--- src/include/snc_pkg.sv ---
package snc_pkg;

  // ***************************************************************
  // Register numbers (printed offsets, used directly as addresses)
  // ***************************************************************
  localparam logic [7:0] ADDR_IDENT    = 8'h00;
  localparam logic [7:0] ADDR_DESCR    = 8'h01;
  localparam logic [7:0] ADDR_LOCKHDR  = 8'h04;
  localparam logic [7:0] ADDR_NODE_ID  = 8'h05;
  localparam logic [7:0] ADDR_PLL      = 8'h06;
  localparam logic [7:0] ADDR_SW_DIV   = 8'h07;
  localparam logic [7:0] ADDR_REF_DIV  = 8'h08;
  localparam logic [7:0] ADDR_DIR_LO   = 8'h0C;
  localparam logic [7:0] ADDR_DIR_HI   = 8'h0D;
  localparam logic [7:0] ADDR_DBG_CFG  = 8'h10;
  localparam logic [7:0] ADDR_DBG_SRC  = 8'h1F;
  localparam logic [7:0] ADDR_LNK_ST   = 8'h20;
  localparam logic [7:0] ADDR_PLNK_ST  = 8'h40;
  localparam logic [7:0] ADDR_LNK_CFG  = 8'h80;
  localparam logic [7:0] ADDR_LNK_STAT = 8'hA0;
  localparam logic [7:0] LNK_SPAN      = 8'h07;
  localparam logic [7:0] PLNK_SPAN     = 8'h03;

  // ***************************************************************
  // Field positions
  // ***************************************************************
  localparam int GLOCK_BIT = 31;
  localparam int PLOCK_BIT = 8;
  localparam int HDR_BIT   = 0;
  localparam int OD_MSB    = 25;
  localparam int OD_LSB    = 23;
  localparam int FB_MSB    = 20;
  localparam int FB_LSB    = 8;
  localparam int IDIV_MSB  = 6;
  localparam int IDIV_LSB  = 0;
  localparam int ID_CHIP_LSB = 24;
  localparam int ID_MODE_LSB = 16;
  localparam int ID_REV_LSB  = 8;
  localparam int DIR_W       = 4;
  localparam int NID_W       = 16;

  // ***************************************************************
  // Reset values and identity (identity values are arbitrary)
  // ***************************************************************
  localparam logic [15:0] NODE_ID_RST = 16'h0000;
  localparam logic [15:0] SW_DIV_RST  = 16'h0000;
  localparam logic [15:0] REF_DIV_RST = 16'h0003;
  localparam logic [31:0] DIR_RST     = 32'h0000_0000;
  localparam logic [7:0]  CHIP_ID     = 8'h5A;  // Arbitrary value
  localparam logic [7:0]  SW_REVISION = 8'h01;  // Arbitrary value
  localparam logic [7:0]  SW_VERSION  = 8'h02;  // Arbitrary value
  localparam logic [7:0]  NUM_LINKS   = 8'h08;
  localparam logic [7:0]  NUM_CORES   = 8'h01;
  localparam logic [7:0]  LINKS_PER_CORE = 8'h04;

  // Boot PLL factors {od[2:0], fb[12:0], idiv[6:0]} per boot-pin code
  localparam logic [3:0][22:0] PLL_BOOT = {
    23'h0_0C_01, 23'h0_0A_01, 23'h1_08_01, 23'h0_04_00
  };

endpackage : snc_pkg

--- src/core/snc_regs.sv ---
module snc_regs
  import snc_pkg::*;
(
  input  wire logic        ref_clk,
  input  wire logic        arst_n,
  input  wire logic        boot_select_pin_a,
  input  wire logic        boot_select_pin_b,
  input  wire logic        cfg_req,
  input  wire logic        cfg_we,
  input  wire logic [7:0]  cfg_addr,
  input  wire logic [31:0] cfg_wdata,
  output logic             cfg_ack,
  output logic             cfg_err,
  output logic [31:0]      cfg_rdata,
  input  wire logic        rt_req,
  input  wire logic [15:0] rt_dest,
  output logic             rt_valid,
  output logic             rt_local,
  output logic [3:0]       rt_dir,
  output logic             header_one_byte,
  output logic             tile_reset,
  output logic [2:0]       pll_output_divider,
  output logic [12:0]      pll_feedback_mult,
  output logic [6:0]       pll_input_divider,
  output logic [15:0]      switch_clk_div,
  output logic [15:0]      ref_clk_div
);

  // ***************************************************************
  // State
  // ***************************************************************
  typedef struct packed {
    logic        boot_done;
    logic [1:0]  mode;
    logic        glock;
    logic        plock;
    logic        hdr;
    logic [15:0] node_id;
    logic [2:0]  od;
    logic [12:0] fb;
    logic [6:0]  idiv;
    logic [15:0] sw_div;
    logic [15:0] rf_div;
    logic [31:0] dir_lo;
    logic [31:0] dir_hi;
    logic        ack;
    logic        err;
    logic [31:0] rdata;
    logic        tile_rst;
    logic        rt_valid;
    logic        rt_local;
    logic [3:0]  rt_dir;
  } snc_state_s;

  snc_state_s st_q;
  snc_state_s st_d;

  // ***************************************************************
  // Route table lookup
  // ***************************************************************
  logic [15:0] mismatch;
  logic [3:0]  dir_of [16];
  logic [31:0] dir_all_w;

  // Mismatch per bit and its table entry, one slice per id bit
  assign dir_all_w = st_q.dir_lo;
  genvar gi;
  generate
    for (gi = 0; gi < NID_W; gi++) begin : g_bit
      assign mismatch[gi] = rt_dest[gi] ^ st_q.node_id[gi];
      if (gi < 8) begin : g_lo
        assign dir_of[gi] = dir_all_w[gi*DIR_W +: DIR_W];
      end else begin : g_hi
        assign dir_of[gi] = st_q.dir_hi[(gi-8)*DIR_W +: DIR_W];
      end
    end
  endgenerate

  // Highest mismatching bit wins; ascending scan lets later bits override
  logic [3:0] pick_dir;
  always_comb begin
    pick_dir = 4'h0;
    for (int i = 0; i < NID_W; i++) begin
      if (mismatch[i]) begin
        pick_dir = dir_of[i];
      end
    end
  end

  // ***************************************************************
  // Access decode
  // ***************************************************************
  logic wr;
  logic rd;
  logic wr_ok;
  logic pll_wr_ok;
  logic known;
  logic [31:0] rd_val;

  assign wr = cfg_req & cfg_we;
  assign rd = cfg_req & ~cfg_we;
  // Global lock freezes everything including itself until reset
  assign wr_ok = wr & ~st_q.glock;
  assign pll_wr_ok = wr_ok & ~st_q.plock & (cfg_addr == ADDR_PLL);

  // Read mux; link and debug windows belong to other blocks, read zero
  always_comb begin
    known  = 1'b1;
    rd_val = 32'h0000_0000;
    if (cfg_addr == ADDR_IDENT) begin
      rd_val = {CHIP_ID, 6'h00, st_q.mode,
                SW_REVISION, SW_VERSION};
    end else if (cfg_addr == ADDR_DESCR) begin
      rd_val = {8'h00, NUM_LINKS, NUM_CORES, LINKS_PER_CORE};
    end else if (cfg_addr == ADDR_LOCKHDR) begin
      rd_val[GLOCK_BIT] = st_q.glock;
      rd_val[PLOCK_BIT] = st_q.plock;
      rd_val[HDR_BIT]   = st_q.hdr;
    end else if (cfg_addr == ADDR_NODE_ID) begin
      rd_val = {16'h0000, st_q.node_id};
    end else if (cfg_addr == ADDR_PLL) begin
      rd_val[OD_MSB:OD_LSB]     = st_q.od;
      rd_val[FB_MSB:FB_LSB]     = st_q.fb;
      rd_val[IDIV_MSB:IDIV_LSB] = st_q.idiv;
    end else if (cfg_addr == ADDR_SW_DIV) begin
      rd_val = {16'h0000, st_q.sw_div};
    end else if (cfg_addr == ADDR_REF_DIV) begin
      rd_val = {16'h0000, st_q.rf_div};
    end else if (cfg_addr == ADDR_DIR_LO) begin
      rd_val = st_q.dir_lo;
    end else if (cfg_addr == ADDR_DIR_HI) begin
      rd_val = st_q.dir_hi;
    end else if (cfg_addr == ADDR_DBG_CFG || cfg_addr == ADDR_DBG_SRC) begin
      rd_val = 32'h0000_0000;
    end else if (cfg_addr >= ADDR_LNK_ST &&
                 cfg_addr <= ADDR_LNK_ST + LNK_SPAN) begin
      rd_val = 32'h0000_0000;
    end else if (cfg_addr >= ADDR_PLNK_ST &&
                 cfg_addr <= ADDR_PLNK_ST + PLNK_SPAN) begin
      rd_val = 32'h0000_0000;
    end else if (cfg_addr >= ADDR_LNK_CFG &&
                 cfg_addr <= ADDR_LNK_CFG + LNK_SPAN) begin
      rd_val = 32'h0000_0000;
    end else if (cfg_addr >= ADDR_LNK_STAT &&
                 cfg_addr <= ADDR_LNK_STAT + LNK_SPAN) begin
      rd_val = 32'h0000_0000;
    end else begin
      known = 1'b0;
    end
  end

  // ***************************************************************
  // Next state
  // ***************************************************************
  always_comb begin
    st_d          = st_q;
    st_d.tile_rst = 1'b0;
    // Answer one cycle after each configuration access
    st_d.ack   = cfg_req;
    st_d.err   = cfg_req & (~known | (wr & st_q.glock) |
                 (wr & st_q.plock & (cfg_addr == ADDR_PLL)));
    st_d.rdata = rd ? rd_val : 32'h0000_0000;

    // Boot pins caught on the first edge after reset release
    if (!st_q.boot_done) begin
      st_d.boot_done = 1'b1;
      st_d.mode = {boot_select_pin_b, boot_select_pin_a};
      {st_d.od, st_d.fb, st_d.idiv} =
        PLL_BOOT[{boot_select_pin_b, boot_select_pin_a}];
    end

    if (wr_ok) begin
      if (cfg_addr == ADDR_LOCKHDR) begin
        st_d.glock = cfg_wdata[GLOCK_BIT];
        st_d.plock = cfg_wdata[PLOCK_BIT];
        st_d.hdr   = cfg_wdata[HDR_BIT];
      end else if (cfg_addr == ADDR_NODE_ID) begin
        st_d.node_id = cfg_wdata[15:0];
      end else if (cfg_addr == ADDR_SW_DIV) begin
        st_d.sw_div = cfg_wdata[15:0];
      end else if (cfg_addr == ADDR_REF_DIV) begin
        st_d.rf_div = cfg_wdata[15:0];
      end else if (cfg_addr == ADDR_DIR_LO) begin
        st_d.dir_lo = cfg_wdata;
      end else if (cfg_addr == ADDR_DIR_HI) begin
        st_d.dir_hi = cfg_wdata;
      end
    end

    // PLL write takes fields and kicks the tile reset pulse
    if (pll_wr_ok) begin
      st_d.od       = cfg_wdata[OD_MSB:OD_LSB];
      st_d.fb       = cfg_wdata[FB_MSB:FB_LSB];
      st_d.idiv     = cfg_wdata[IDIV_MSB:IDIV_LSB];
      st_d.tile_rst = 1'b1;
    end

    // Route answer, local delivery on a full sixteen-bit match
    st_d.rt_valid = rt_req;
    st_d.rt_local = rt_req & (mismatch == 16'h0000);
    st_d.rt_dir   = (rt_req && mismatch != 16'h0000) ? pick_dir : 4'h0;
  end

  // ***************************************************************
  // Registers
  // ***************************************************************
  always_ff @(posedge ref_clk or negedge arst_n) begin
    if (!arst_n) begin
      st_q           <= '0;
      st_q.node_id   <= NODE_ID_RST;
      st_q.sw_div    <= SW_DIV_RST;
      st_q.rf_div    <= REF_DIV_RST;
      st_q.dir_lo    <= DIR_RST;
      st_q.dir_hi    <= DIR_RST;
    end else begin
      st_q <= st_d;
    end
  end

  // Outputs straight from the state flops; dividers feed clock gen
  assign cfg_ack            = st_q.ack;
  assign cfg_err            = st_q.err;
  assign cfg_rdata          = st_q.rdata;
  assign rt_valid           = st_q.rt_valid;
  assign rt_local           = st_q.rt_local;
  assign rt_dir             = st_q.rt_dir;
  assign header_one_byte    = st_q.hdr;
  assign tile_reset         = st_q.tile_rst;
  assign pll_output_divider = st_q.od;
  assign pll_feedback_mult  = st_q.fb;
  assign pll_input_divider  = st_q.idiv;
  assign switch_clk_div     = st_q.sw_div;
  assign ref_clk_div        = st_q.rf_div;
endmodule : snc_regs

--- config.mk ---
export PLATFORM = sky130hd
export DESIGN_NAME = snc_regs
export DESIGN_NICKNAME = d
export VERILOG_FILES = /design/src/include/snc_pkg.sv /design/src/core/snc_regs.sv
export SDC_FILE = /design/constraint.sdc
export NUM_CORES = 1
export LEC_CHECK = 0
export ABC_AREA = 1
export BUFFER_PORTS_ARGS = -buffer_cell sky130_fd_sc_hd__buf_4
export CAP_MARGIN = 20
export CORE_MARGIN = 4
export CORE_UTILIZATION = 25
export DETAILED_ROUTE_END_ITERATION = 12
export SETUP_SLACK_MARGIN = 0.1
export SYNTH_ARGS = -nofsm -noshare
export SYNTH_HDL_FRONTEND = slang
export SYNTH_SLANG_ARGS = --single-unit
--- constraint.sdc ---
create_clock -name ref_clk -period 1.75 [get_ports ref_clk]
set_input_delay 0.2625 -clock ref_clk [delete_from_list [all_inputs] [get_ports ref_clk]]
set_output_delay 0.2625 -clock ref_clk [all_outputs]
set_load 0.01 [all_outputs]
==> reports/metrics.cfg, run 1 <==
[clocking]
clock_latency_ns = 0.44
htree_levels = 4
cts_tree = done
cts_root_buf = clkbuf_16
clock-sinks = 182
cts-buffers-inserted = 17
clk_pin_slew_ns = 0.08
cts-root-to-sink-buffers = 2

[placement]
dp.cells = 1742
pre_cts_ws_ns = -0.4124
globalplace.congestion = 0.9106
dpl.hpwl_um = 25770
dpl_cell_area_sq_mm = 0.01131
port_buffers = 159

[critical_path]
rrSetupSlack_ns = -0.26
r2r-end = rt_dir[2]
r2r_start = st_q[161]
start_kind = flop
cpMostUsedCell = nand2_1
path_class = flop to flop
worstPathRequired_ns = 2.07
cp.arrival_ns = 2.32
critical_path.slowest_cell = dfrtp_1
reg2reg_depth = 18
cp_cell_sequence = inv_1 > nand2_2 > nand2_2 > buf_4 > nand3_1 > a21oi_2 > o21bai_1 > a21oi_1 > o21bai_1 > nand2_1 > nand2_1 > nand2_1 > nand2_1 > nand2_1 > nand2_1 > nand2_1 > a21oi_2 > nor2_1
crit_path_end_kind = flop
max_stage_delay_ns = 0.39
critPathMaxFanout = 4

[final_layout]
nNetsFinal = 1365
postLayoutCellArea_sq_mm = 0.01206
drive_gt1_frac = 0.2790
instances_no_fill = 1781
area_growth_pct = 30.62

[grt]
grt.overflow.total = 0
grt_pass1_vias = 8163
grt_max_degree = 47
grt_usage = 0.1614
grt_pass1_wl_um = 50250
grt_antenna_before_repair = 2

[logic_synthesis]
synth_edf_count = 0
seq_area_frac_synth = 0.4934
ys_warn_count = 0
avgSynthCellArea_sq_um = 8.216
ys_ff_latch = 182
syn-cell-area_sq_mm = 0.009235
ys_types = 44
ys.flop_type = dfrtp_1
async_reset_ff_frac = 1.000
synthDominantCellAreaShare = 0.4877
netlist_top_cells_area = dfrtp_1, nand2_1, o21ai_0
synth_top_area_cell = dfrtp_1
synth_nets = 1190
synthCells = 1124

[power]
p_leak_nw = 6.040
internal_power_mw = 6.766
power.share.combinational = 0.082
power_density_mw_per_mm2 = 749.3
seqPwrFrac = 0.471
peakVddDrop_mv = 0.5550
clockPowerShare = 0.448
power.switching_mw = 2.273
switching_share = 0.2514

[sta]
fin_skew_ns = 0.01224
setup_viol = 4
fin_setup_tns_ns = -0.9383
hold_viol = 0
rsz0062_at_grt = yes
worst_slack_ns = -0.2558
final_max_slew_viol_count = 0
fin_crit_ns = 2.006
holdWs_ns = 0.1070
finalCritPeriodShare = 1.146
fmax_ghz = 0.4985

[drt]
ant_nets = 0
first_pass_iters = 5
vias = 8107
drt_wl_total_um = 33010
drc = 0
wire_per_inst_um = 18.53
via_per_inst = 4.552
drt-initial-drc-count = 619

[hold_path]
hp-start = cfg_req
hold_path.class = primary input to flop
worstHoldEndpoint = cfg_err
min_path_cells = 3

[floorplan]
die_h_um = 200.2
dieArea_sq_mm = 0.04008
core_region_area_sq_mm = 0.03652
io_pins = 160
initial_core_util = 0.2529
die_w_um = 200.2
fp-row-count = 70

[run_status]
failed_checks = setup timing
run_status = complete, but fails checks

[job]
drv_cap = 0

area by class of cell:
cell class / count / area [sq um]
antenna: 1 / 2.502
clock buffer: 20 / 456.7
clock inverter: 12 / 153.9
fill: 3826 / 24460
inverter: 144 / 544.3
multi-input combinational: 667 / 3390
sequential: 182 / 4557
tap: 468 / 585.6
timing repair buffer: 287 / 2374
cells in the final DEF, fill, tap and decap left out, types with 4 or more instances in the layout:
cell,Yosys,final
o22ai_1,34,33
or2_2,4,4
nor2_1,39,36
inv_1,135,133
clkbuf_16,0,17
a21oi_2,0,5
nand3_1,28,27
xnor2_1,7,4
nand2_1,260,253
inv_2,6,8
a211oi_1,12,11
a31oi_1,5,5
buf_12,0,16
nor2_2,2,4
inv_8,0,4
a22o_1,5,5
o211ai_1,4,4
nand2_2,3,10
dfrtp_1,180,180
a21oi_1,33,28
buf_4,96,265
xor2_1,6,6
o21ai_0,188,186
synthesized netlist by cell type (all sizes together) (3+ instances only):
master / instances
a211oi: 13
a21oi: 33
a221oi: 3
a22o: 5
a31oi: 5
buf: 107
clkbuf: 24
clkinv: 3
dfrtp: 180
ha: 3
inv: 141
nand2: 263
nand3: 30
nor2: 41
nor3: 4
nor4: 3
o2111ai: 3
o211ai: 4
o21ai: 189
o221ai: 5
o22ai: 34
or2: 4
xnor2: 7
xor2: 6
layer usage:
| metal | vias to the layer above | global-route usage | share of wire |
|---|---|---|---|
| met5 | - | 0 | 0 |
| li1 | 3930 | - | - |
| met1 | 3917 | 0.2101 | 0.43 |
| met4 | 0 | 0.04352 | 0.016 |
| met2 | 232 | 0.2763 | 0.50 |
| met3 | 28 | 0.03092 | 0.054 |
worst max-delay path: cells and delay by family (launching register included):
family	cells	cell delay [ns]
flops	1	0.39
simple gates	11	0.74
compound gates	5	0.53
buf+inv	2	0.21
sequential cells by signal (all words and copies together) (netlist names):
name / count
ref_clk_div: 16
rt_dir: 4
st_q: 21
header_one_byte: 1
pll_input_divider: 7
tile_reset: 1
pll_feedback_mult: 13
dir_all_w: 32
rt_local: 1
cfg_rdata: 32
switch_clk_div: 16
rt_valid: 1
cfg_ack: 1
dir_of: 32
pll_output_divider: 3
cfg_err: 1
power groups by stage:
stage / clock, mW / combinational, mW / sequential, mW
after global placement: 0 / 0.730 / 4.33
after CTS: 4.11 / 0.746 / 4.25
after global routing: 4.30 / 0.822 / 4.26
final: 4.05 / 0.738 / 4.25
after floorplan: 0 / 0.267 / 4.33
after detailed placement: 0 / 0.734 / 4.34
metrics by stage:
step | power [mW] | utilization
global route | 9.376 | 0.3302
CTS | 9.105 | 0.3281
global placement | 5.064 | 0.3096
detailed placement | 5.069 | 0.3096
finish | 9.039 | 0.3303
floorplan | 4.593 | -
cell families (layout without fill, tap and decap cells):
family,Yosys count,after routing,synth area share
other,1,2,0.0004061
AOI/OAI and AO/OA,301,301,0.1825
adders and majority gates,3,3,0.004065
DFF,182,182,0.4934
buffers and inverters,275,463,0.1526
xor gates and xnor gates,13,13,0.01233
and+or+nand+nor,349,349,0.1547
repair_timing:
item / 4_1_cts / 5_1_grt
setup endpoints to repair: 5 / 13
setup buffers: 2 / 1
hold buffers: 3 / 0
endpoints found under the hold margin: 33 / 0
pin swaps: 4 / 3
resized for setup: 8 / 17
worst max-delay path by stage:
| stage | startpoint | end | slack [ns] |
|---|---|---|---|
| finish | st_q[161] | rt_dir[2] | -0.26 |
| global route | st_q[163] | rt_dir[2] | -0.49 |
| CTS | st_q[163] | rt_dir[2] | -0.23 |
| detailed placement | cfg_addr[7] | cfg_rdata[8] | -0.41 |
| global placement | cfg_addr[1] | cfg_rdata[8] | -0.44 |
| floorplan | st_q[163] | rt_dir[2] | 0.06 |
(Power assumes the default switching activity.)
==> run 2: changes to the inputs <==
--- a/config.mk
+++ b/config.mk
@@ -12,6 +12,7 @@
 export CORE_UTILIZATION = 25
 export DETAILED_ROUTE_END_ITERATION = 12
 export SETUP_SLACK_MARGIN = 0.1
+export SKIP_LAST_GASP = 1
 export SYNTH_ARGS = -nofsm -noshare
 export SYNTH_HDL_FRONTEND = slang
 export SYNTH_SLANG_ARGS = --single-unit
==> run 2 against run 1 <==
Effect of this change: the run still ends with setup timing left; cell area down 0.12%; core utilization about the same; count of clock-buffer cells in the layout did not move; fmax shrank 0.82%; sequential power hardly changed; clock power barely moved; first-iteration DRC count decreased by 10%; critical path type unchanged; critical path depth is 2 lower; register-to-register slack worse by 0.02 ns; clock skew hardly changed; critical endpoint unchanged; highest routed layer unchanged; combinational power is 0.5% lower.
==> reports/metrics.cfg, run 2 (synthesis gave the netlist of run 1 again) <==
[sta]
final_max_slew_viol_count = 0  ; unchanged
fin_skew_ns = 0.01233  ; +0.00008670 ns
hold_viol = 0  ; unchanged
finalCritPeriodShare = 1.156  ; +0.009502
fmax_ghz = 0.4944  ; -0.82%
worst_slack_ns = -0.2725  ; -0.01663 ns
fin_setup_tns_ns = -0.9415  ; -0.003181 ns
fin_crit_ns = 2.022  ; +0.01663 ns
setup_viol = 4  ; unchanged
holdWs_ns = 0.1048  ; -0.002187 ns
rsz0062_at_grt = yes

[power]
power_density_mw_per_mm2 = 750.5  ; +0.15%
power.share.combinational = 0.081  ; about the same
switching_share = 0.2517  ; +0.0002662
p_leak_nw = 6.039  ; about the same
power.switching_mw = 2.276  ; +0.13%
seqPwrFrac = 0.470  ; about the same
peakVddDrop_mv = 0.5549  ; about the same
internal_power_mw = 6.766  ; about the same
clockPowerShare = 0.448  ; about the same

[clocking]
cts_root_buf = clkbuf_16
cts-root-to-sink-buffers = 2  ; unchanged
clock_latency_ns = 0.44  ; about the same
clk_pin_slew_ns = 0.08  ; about the same
cts_tree = done
cts-buffers-inserted = 17  ; unchanged
htree_levels = 4  ; unchanged
clock-sinks = 182  ; unchanged

[floorplan]
die_h_um = 200.2  ; unchanged
dieArea_sq_mm = 0.04008  ; unchanged
core_region_area_sq_mm = 0.03652  ; unchanged
die_w_um = 200.2  ; unchanged
fp-row-count = 70  ; unchanged
io_pins = 160  ; unchanged
initial_core_util = 0.2529  ; unchanged

[placement]
dp.cells = 1742  ; unchanged
globalplace.congestion = 0.9106  ; unchanged
port_buffers = 159  ; unchanged
dpl_cell_area_sq_mm = 0.01131  ; unchanged
dpl.hpwl_um = 25770  ; unchanged
pre_cts_ws_ns = -0.4124  ; unchanged

[drt]
via_per_inst = 4.579  ; +0.59%
ant_nets = 0  ; unchanged
vias = 8155  ; +0.59%
wire_per_inst_um = 18.52  ; about the same
drc = 0  ; unchanged
drt-initial-drc-count = 556  ; -10%
drt_wl_total_um = 32990  ; about the same
first_pass_iters = 5  ; unchanged

[final_layout]
drive_gt1_frac = 0.2759  ; -0.003049
nFillCells = 3829  ; +0.078%
nNetsFinal = 1365  ; unchanged
area_growth_pct = 30.46
postLayoutCellArea_sq_mm = 0.01205  ; -0.12%
instances_no_fill = 1781  ; unchanged
final_common_cell = buf_4
most-common-layout-cells = buf_4, nand2_1, o21ai_0

[critical_path]
crit_path_end_kind = flop
worstPathRequired_ns = 2.06  ; about the same
path_class = flop to flop
rrSetupSlack_ns = -0.27  ; -0.02 ns
critPathMaxFanout = 5  ; +1
start_kind = flop
cp.arrival_ns = 2.34  ; +0.02 ns

[job]
drv_cap = 0  ; unchanged

[grt]
grt.overflow.total = 0  ; unchanged
grt_pass1_vias = 8164  ; +0.012%
grt_usage = 0.1614  ; unchanged
grt_pass1_wl_um = 50250  ; unchanged
grt_max_degree = 47  ; unchanged
grt_antenna_before_repair = 2  ; unchanged

[run_status]
failed_checks = setup timing
run_status = complete, but fails checks

[hold_path]
hold_path.class = primary input to flop

==> run 2: changes by cell type in the layout (fill, tap and decap cells not counted) <==
cell     previous run  this run
a21oi_1            28        30
a21oi_2             5         3
nand2_1           253       254
nand2_2            10         9
nand3_1            27        28
nand3_2             3         2
==> run 2: worst max-delay path: stages (launching register included) <==
cell	delay [ns]
dfrtp_1	0.41
xnor2_2	0.30
inv_2	0.10
nand2_1	0.08
nand2_1	0.05
o21bai_1	0.16
a21oi_1	0.08
o21bai_1	0.12
nand2_1	0.06
nand2_1	0.06
nand2_1	0.05
nand2_1	0.05
nand2_1	0.05
nand2_1	0.07
nand2_1	0.06
a21oi_1	0.13
nor2_1	0.07
==> run 2: path summary, 6_finish.rpt <==
| kind | start | end | cells after the start |
|---|---|---|---|
| worst max-delay path | st_q[163] | rt_dir[2] | 16 |
| worst min-delay path | cfg_req | cfg_err | 3 |
| worst max register to register | st_q[163] | rt_dir[2] | 16 |
| worst min register to register | dir_of[14] | dir_of[14] | 2 |
| max in group asynchronous | arst_n | st_q[172] | 3 |
| min in group asynchronous | arst_n | dir_all_w[16] | 2 |
==> run 2: through the flow <==
| stage | utilization | power, mW |
|---|---|---|
| after global routing | 0.3298 | 9.374 |
| after floorplan | - | 4.593 |
| after detailed placement | 0.3096 | 5.069 |
| final | 0.3299 | 9.041 |
| after global placement | 0.3096 | 5.064 |
| after CTS | 0.3279 | 9.104 |
==> run 2: power groups by stage <==
stage | logic [mW] | registers, mW | clock network [mW]
after global routing | 0.819 | 4.26 | 4.30
after global placement | 0.730 | 4.33 | 0
final | 0.734 | 4.25 | 4.05
after floorplan | 0.267 | 4.33 | 0
after detailed placement | 0.734 | 4.34 | 0
after CTS | 0.745 | 4.25 | 4.11
==> run 2: routing by layer <==
metal | vias up | GRT usage | wire length [um]
li1 | 3926 | - | -
met1 | 3955 | 0.2101 | 14310
met2 | 245 | 0.2763 | 16380
met3 | 29 | 0.03092 | 1774
met4 | 0 | 0.04352 | 524
met5 | - | 0 | 0
==> run 2: area by class of cell <==
type                    instances  area, sq um  area share
clock inverters                12        153.9     0.01277
diodes                          1        2.502   0.0002077
inverters                     144        544.3     0.04518
clock buffers                  20        456.7     0.03791
well taps                     468        585.6     0.04860
multi-input cells             667         3374      0.2801
flip-flops and latches        182         4557      0.3782
repair buffers                287         2374      0.1970
==> run 2: repair_timing <==
item | in CTS | in global routing
hold endpoints to repair | 33 | 0
endpoints found under the setup margin | 5 | 13
resized for setup | 5 | 16
setup buffers | 2 | 1
hold buffers | 3 | 0
gates cloned | 0 | 0
pin swaps | 4 | 5
==> run 3: changes to the inputs <==
--- a/config.mk
+++ b/config.mk
@@ -10,6 +10,7 @@
 export CAP_MARGIN = 20
 export CORE_MARGIN = 4
 export CORE_UTILIZATION = 25
+export CTS_BUF_LIST = sky130_fd_sc_hd__clkbuf_2
 export DETAILED_ROUTE_END_ITERATION = 12
 export SETUP_SLACK_MARGIN = 0.1
 export SKIP_LAST_GASP = 1
==> run 3 against run 2 <==
Effect of this change: the run still ends with setup timing left; die area unchanged; worst hold slack worse by 0.029 ns; register-to-register slack got worse by 0.06 ns.
==> reports/metrics.cfg, run 3 (synthesis gave the netlist of run 1 again) <==
[run_status]
run_status = complete, but fails checks
failed_checks = setup timing

[drt]
via_per_inst = 4.588  ; +0.20%
drt_wl_total_um = 34000  ; +3.1%
wire_per_inst_um = 18.12  ; -2.2%
ant_nets = 0  ; unchanged
drc = 0  ; unchanged
vias = 8607  ; +5.5%
drt-initial-drc-count = 679  ; +22%
first_pass_iters = 8  ; +3

[sta]
finalCritPeriodShare = 1.187  ; +0.03145
fin_crit_ns = 2.078  ; +0.05504 ns
holdWs_ns = 0.07589  ; -0.02894 ns
final_max_slew_viol_count = 0  ; unchanged
setup_viol = 6  ; +2
fmax_ghz = 0.4813  ; -2.6%
worstMarginPinSlew_ns = 0.5239
hold_viol = 0  ; unchanged
relSlewSlack = 0.6508
fin_setup_tns_ns = -1.294  ; -0.3524 ns
fin_skew_ns = 0.05128  ; +0.03895 ns
worst_slack_ns = -0.3275  ; -0.05504 ns
rsz0062_at_grt = yes

[power]
p_leak_nw = 6.410  ; +6.1%
peakVddDrop_mv = 0.2845  ; -49%
finalPower_mw = 7.465  ; -17%
power_density_mw_per_mm2 = 580.7  ; -23%

[clocking]
clk_pin_slew_ns = 0.30  ; +0.22 ns
cts_root_buf = clkbuf_2
cts-root-to-sink-buffers = 2  ; unchanged
htree_levels = 4  ; unchanged
cts-buffers-inserted = 17  ; unchanged
clock_latency_ns = 0.82  ; +0.38 ns
cts_tree = done
clock-sinks = 182  ; unchanged

[floorplan]
initial_core_util = 0.2529  ; unchanged
core_region_area_sq_mm = 0.03652  ; unchanged
io_pins = 160  ; unchanged
die_w_um = 200.2  ; unchanged
die_h_um = 200.2  ; unchanged
dieArea_sq_mm = 0.04008  ; unchanged
fp-row-count = 70  ; unchanged

[final_layout]
nFillCells = 3793  ; -0.94%
most-common-layout-cells = nand2_1, buf_4, o21ai_0
multi_input_area_sq_mm = 0.003339  ; -1.0%
seq_area_sq_mm = 0.004557  ; unchanged
nNetsFinal = 1460  ; +7.0%
final_common_cell = nand2_1
area_growth_pct = 39.19
post-route-util = 0.3520  ; +0.02210
drive_gt1_frac = 0.2907  ; +0.01477

[grt]
grt_max_degree = 47  ; unchanged
grt_usage = 0.1668  ; +0.005360
grt_pass1_wl_um = 52160  ; +3.8%
grt.overflow.total = 0  ; unchanged
grt_antenna_before_repair = 2  ; unchanged
grt_pass1_vias = 8635  ; +5.8%

[placement]
dpl.hpwl_um = 25770  ; unchanged
port_buffers = 159  ; unchanged
globalplace.congestion = 0.9106  ; unchanged
pre_cts_ws_ns = -0.4124  ; unchanged

[critical_path]
worstPathRequired_ns = 2.44  ; +0.38 ns
start_kind = flop
cp.arrival_ns = 2.77  ; +0.43 ns
path_class = flop to flop
critPathMaxFanout = 4  ; -1
crit_path_end_kind = flop

[job]
drv_cap = 0  ; unchanged

[hold_path]
hold_path.class = primary input to flop

==> run 3: cell types whose count changed in the layout (fill, tap and decap cells not counted), sizes merged <==
cell	before	now
inv	149	147
buf	284	334
dlygate4sd3	3	48
clkinvlp	3	4
clkinv	2	5
clkbuf	20	18
==> run 3: worst paths after layout <==
path / from / endpoint / slack, ns / cells after the start
worst max-delay path: st_q[161] / rt_dir[2] / -0.33 / 18
worst min-delay path: cfg_addr[2] / cfg_rdata[27] / 0.08 / 7
worst max register to register: st_q[161] / rt_dir[2] / -0.33 / 18
worst min register to register: dir_of[14] / dir_of[14] / 0.53 / 2
max in group asynchronous: arst_n / cfg_rdata[29] / 0.90 / 4
min in group asynchronous: arst_n / dir_all_w[16] / 0.53 / 4
==> run 3: area by class of cell <==
type | instances | area share
Antenna cell | 1 | 0.0001947
Clock buffer | 18 | 0.007008
Clock inverter | 14 | 0.01256
Inverter | 144 | 0.04253
Multi-Input combinational cell | 667 | 0.2598
Sequential cell | 182 | 0.3545
Tap cell | 468 | 0.04555
Timing Repair Buffer | 382 | 0.2779
==> run 3: stage by stage <==
step,area [sq um],cells
floorplan,9275,1124
global placement,11310,1742
detailed placement,11310,1742
CTS,12750,1867
global route,12850,1876
finish,12850,1876
==> run 3: metal layers <==
layer	wire, um	share of wire	vias to the layer above	GRT usage
met5	0	0	-	0
met1	14420	0.42	4180	0.2183
met2	17120	0.50	271	0.2879
li1	-	-	4119	-
met4	588	0.017	0	0.04180
met3	1867	0.055	37	0.02898
==> run 3: report_power, final <==
| group | switching (mW) | internal [mW] | total, mW |
|---|---|---|---|
| registers | 0.0243 | 4.25 | 4.27 |
| clock network | 1.64 | 0.705 | 2.35 |
| logic | 0.460 | 0.385 | 0.846 |
==> run 3: worst max-delay path: stages (launching register included) <==
cell and delay (ns):
dfrtp_1 0.47, inv_1 0.07, nand2_2 0.11, nand2_2 0.09
buf_4 0.14, nand3_1 0.06, a21oi_1 0.07, o21bai_1 0.15
a21oi_1 0.08, o21bai_1 0.12, nand2_1 0.06, nand2_1 0.06
nand2_1 0.04, nand2_1 0.05, nand2_1 0.05, nand2_1 0.06
nand2_1 0.06, a21oi_1 0.14, nor2_1 0.07
==> run 3: repair_timing <==
item                                    in CTS  in global routing
hold buffers                                49                  1
endpoints found under the setup margin     101                103
pin swaps                                    2                  8
gates resized for setup                    101                 11
buffers inserted                            44                  8
hold endpoints to repair                   347                  2
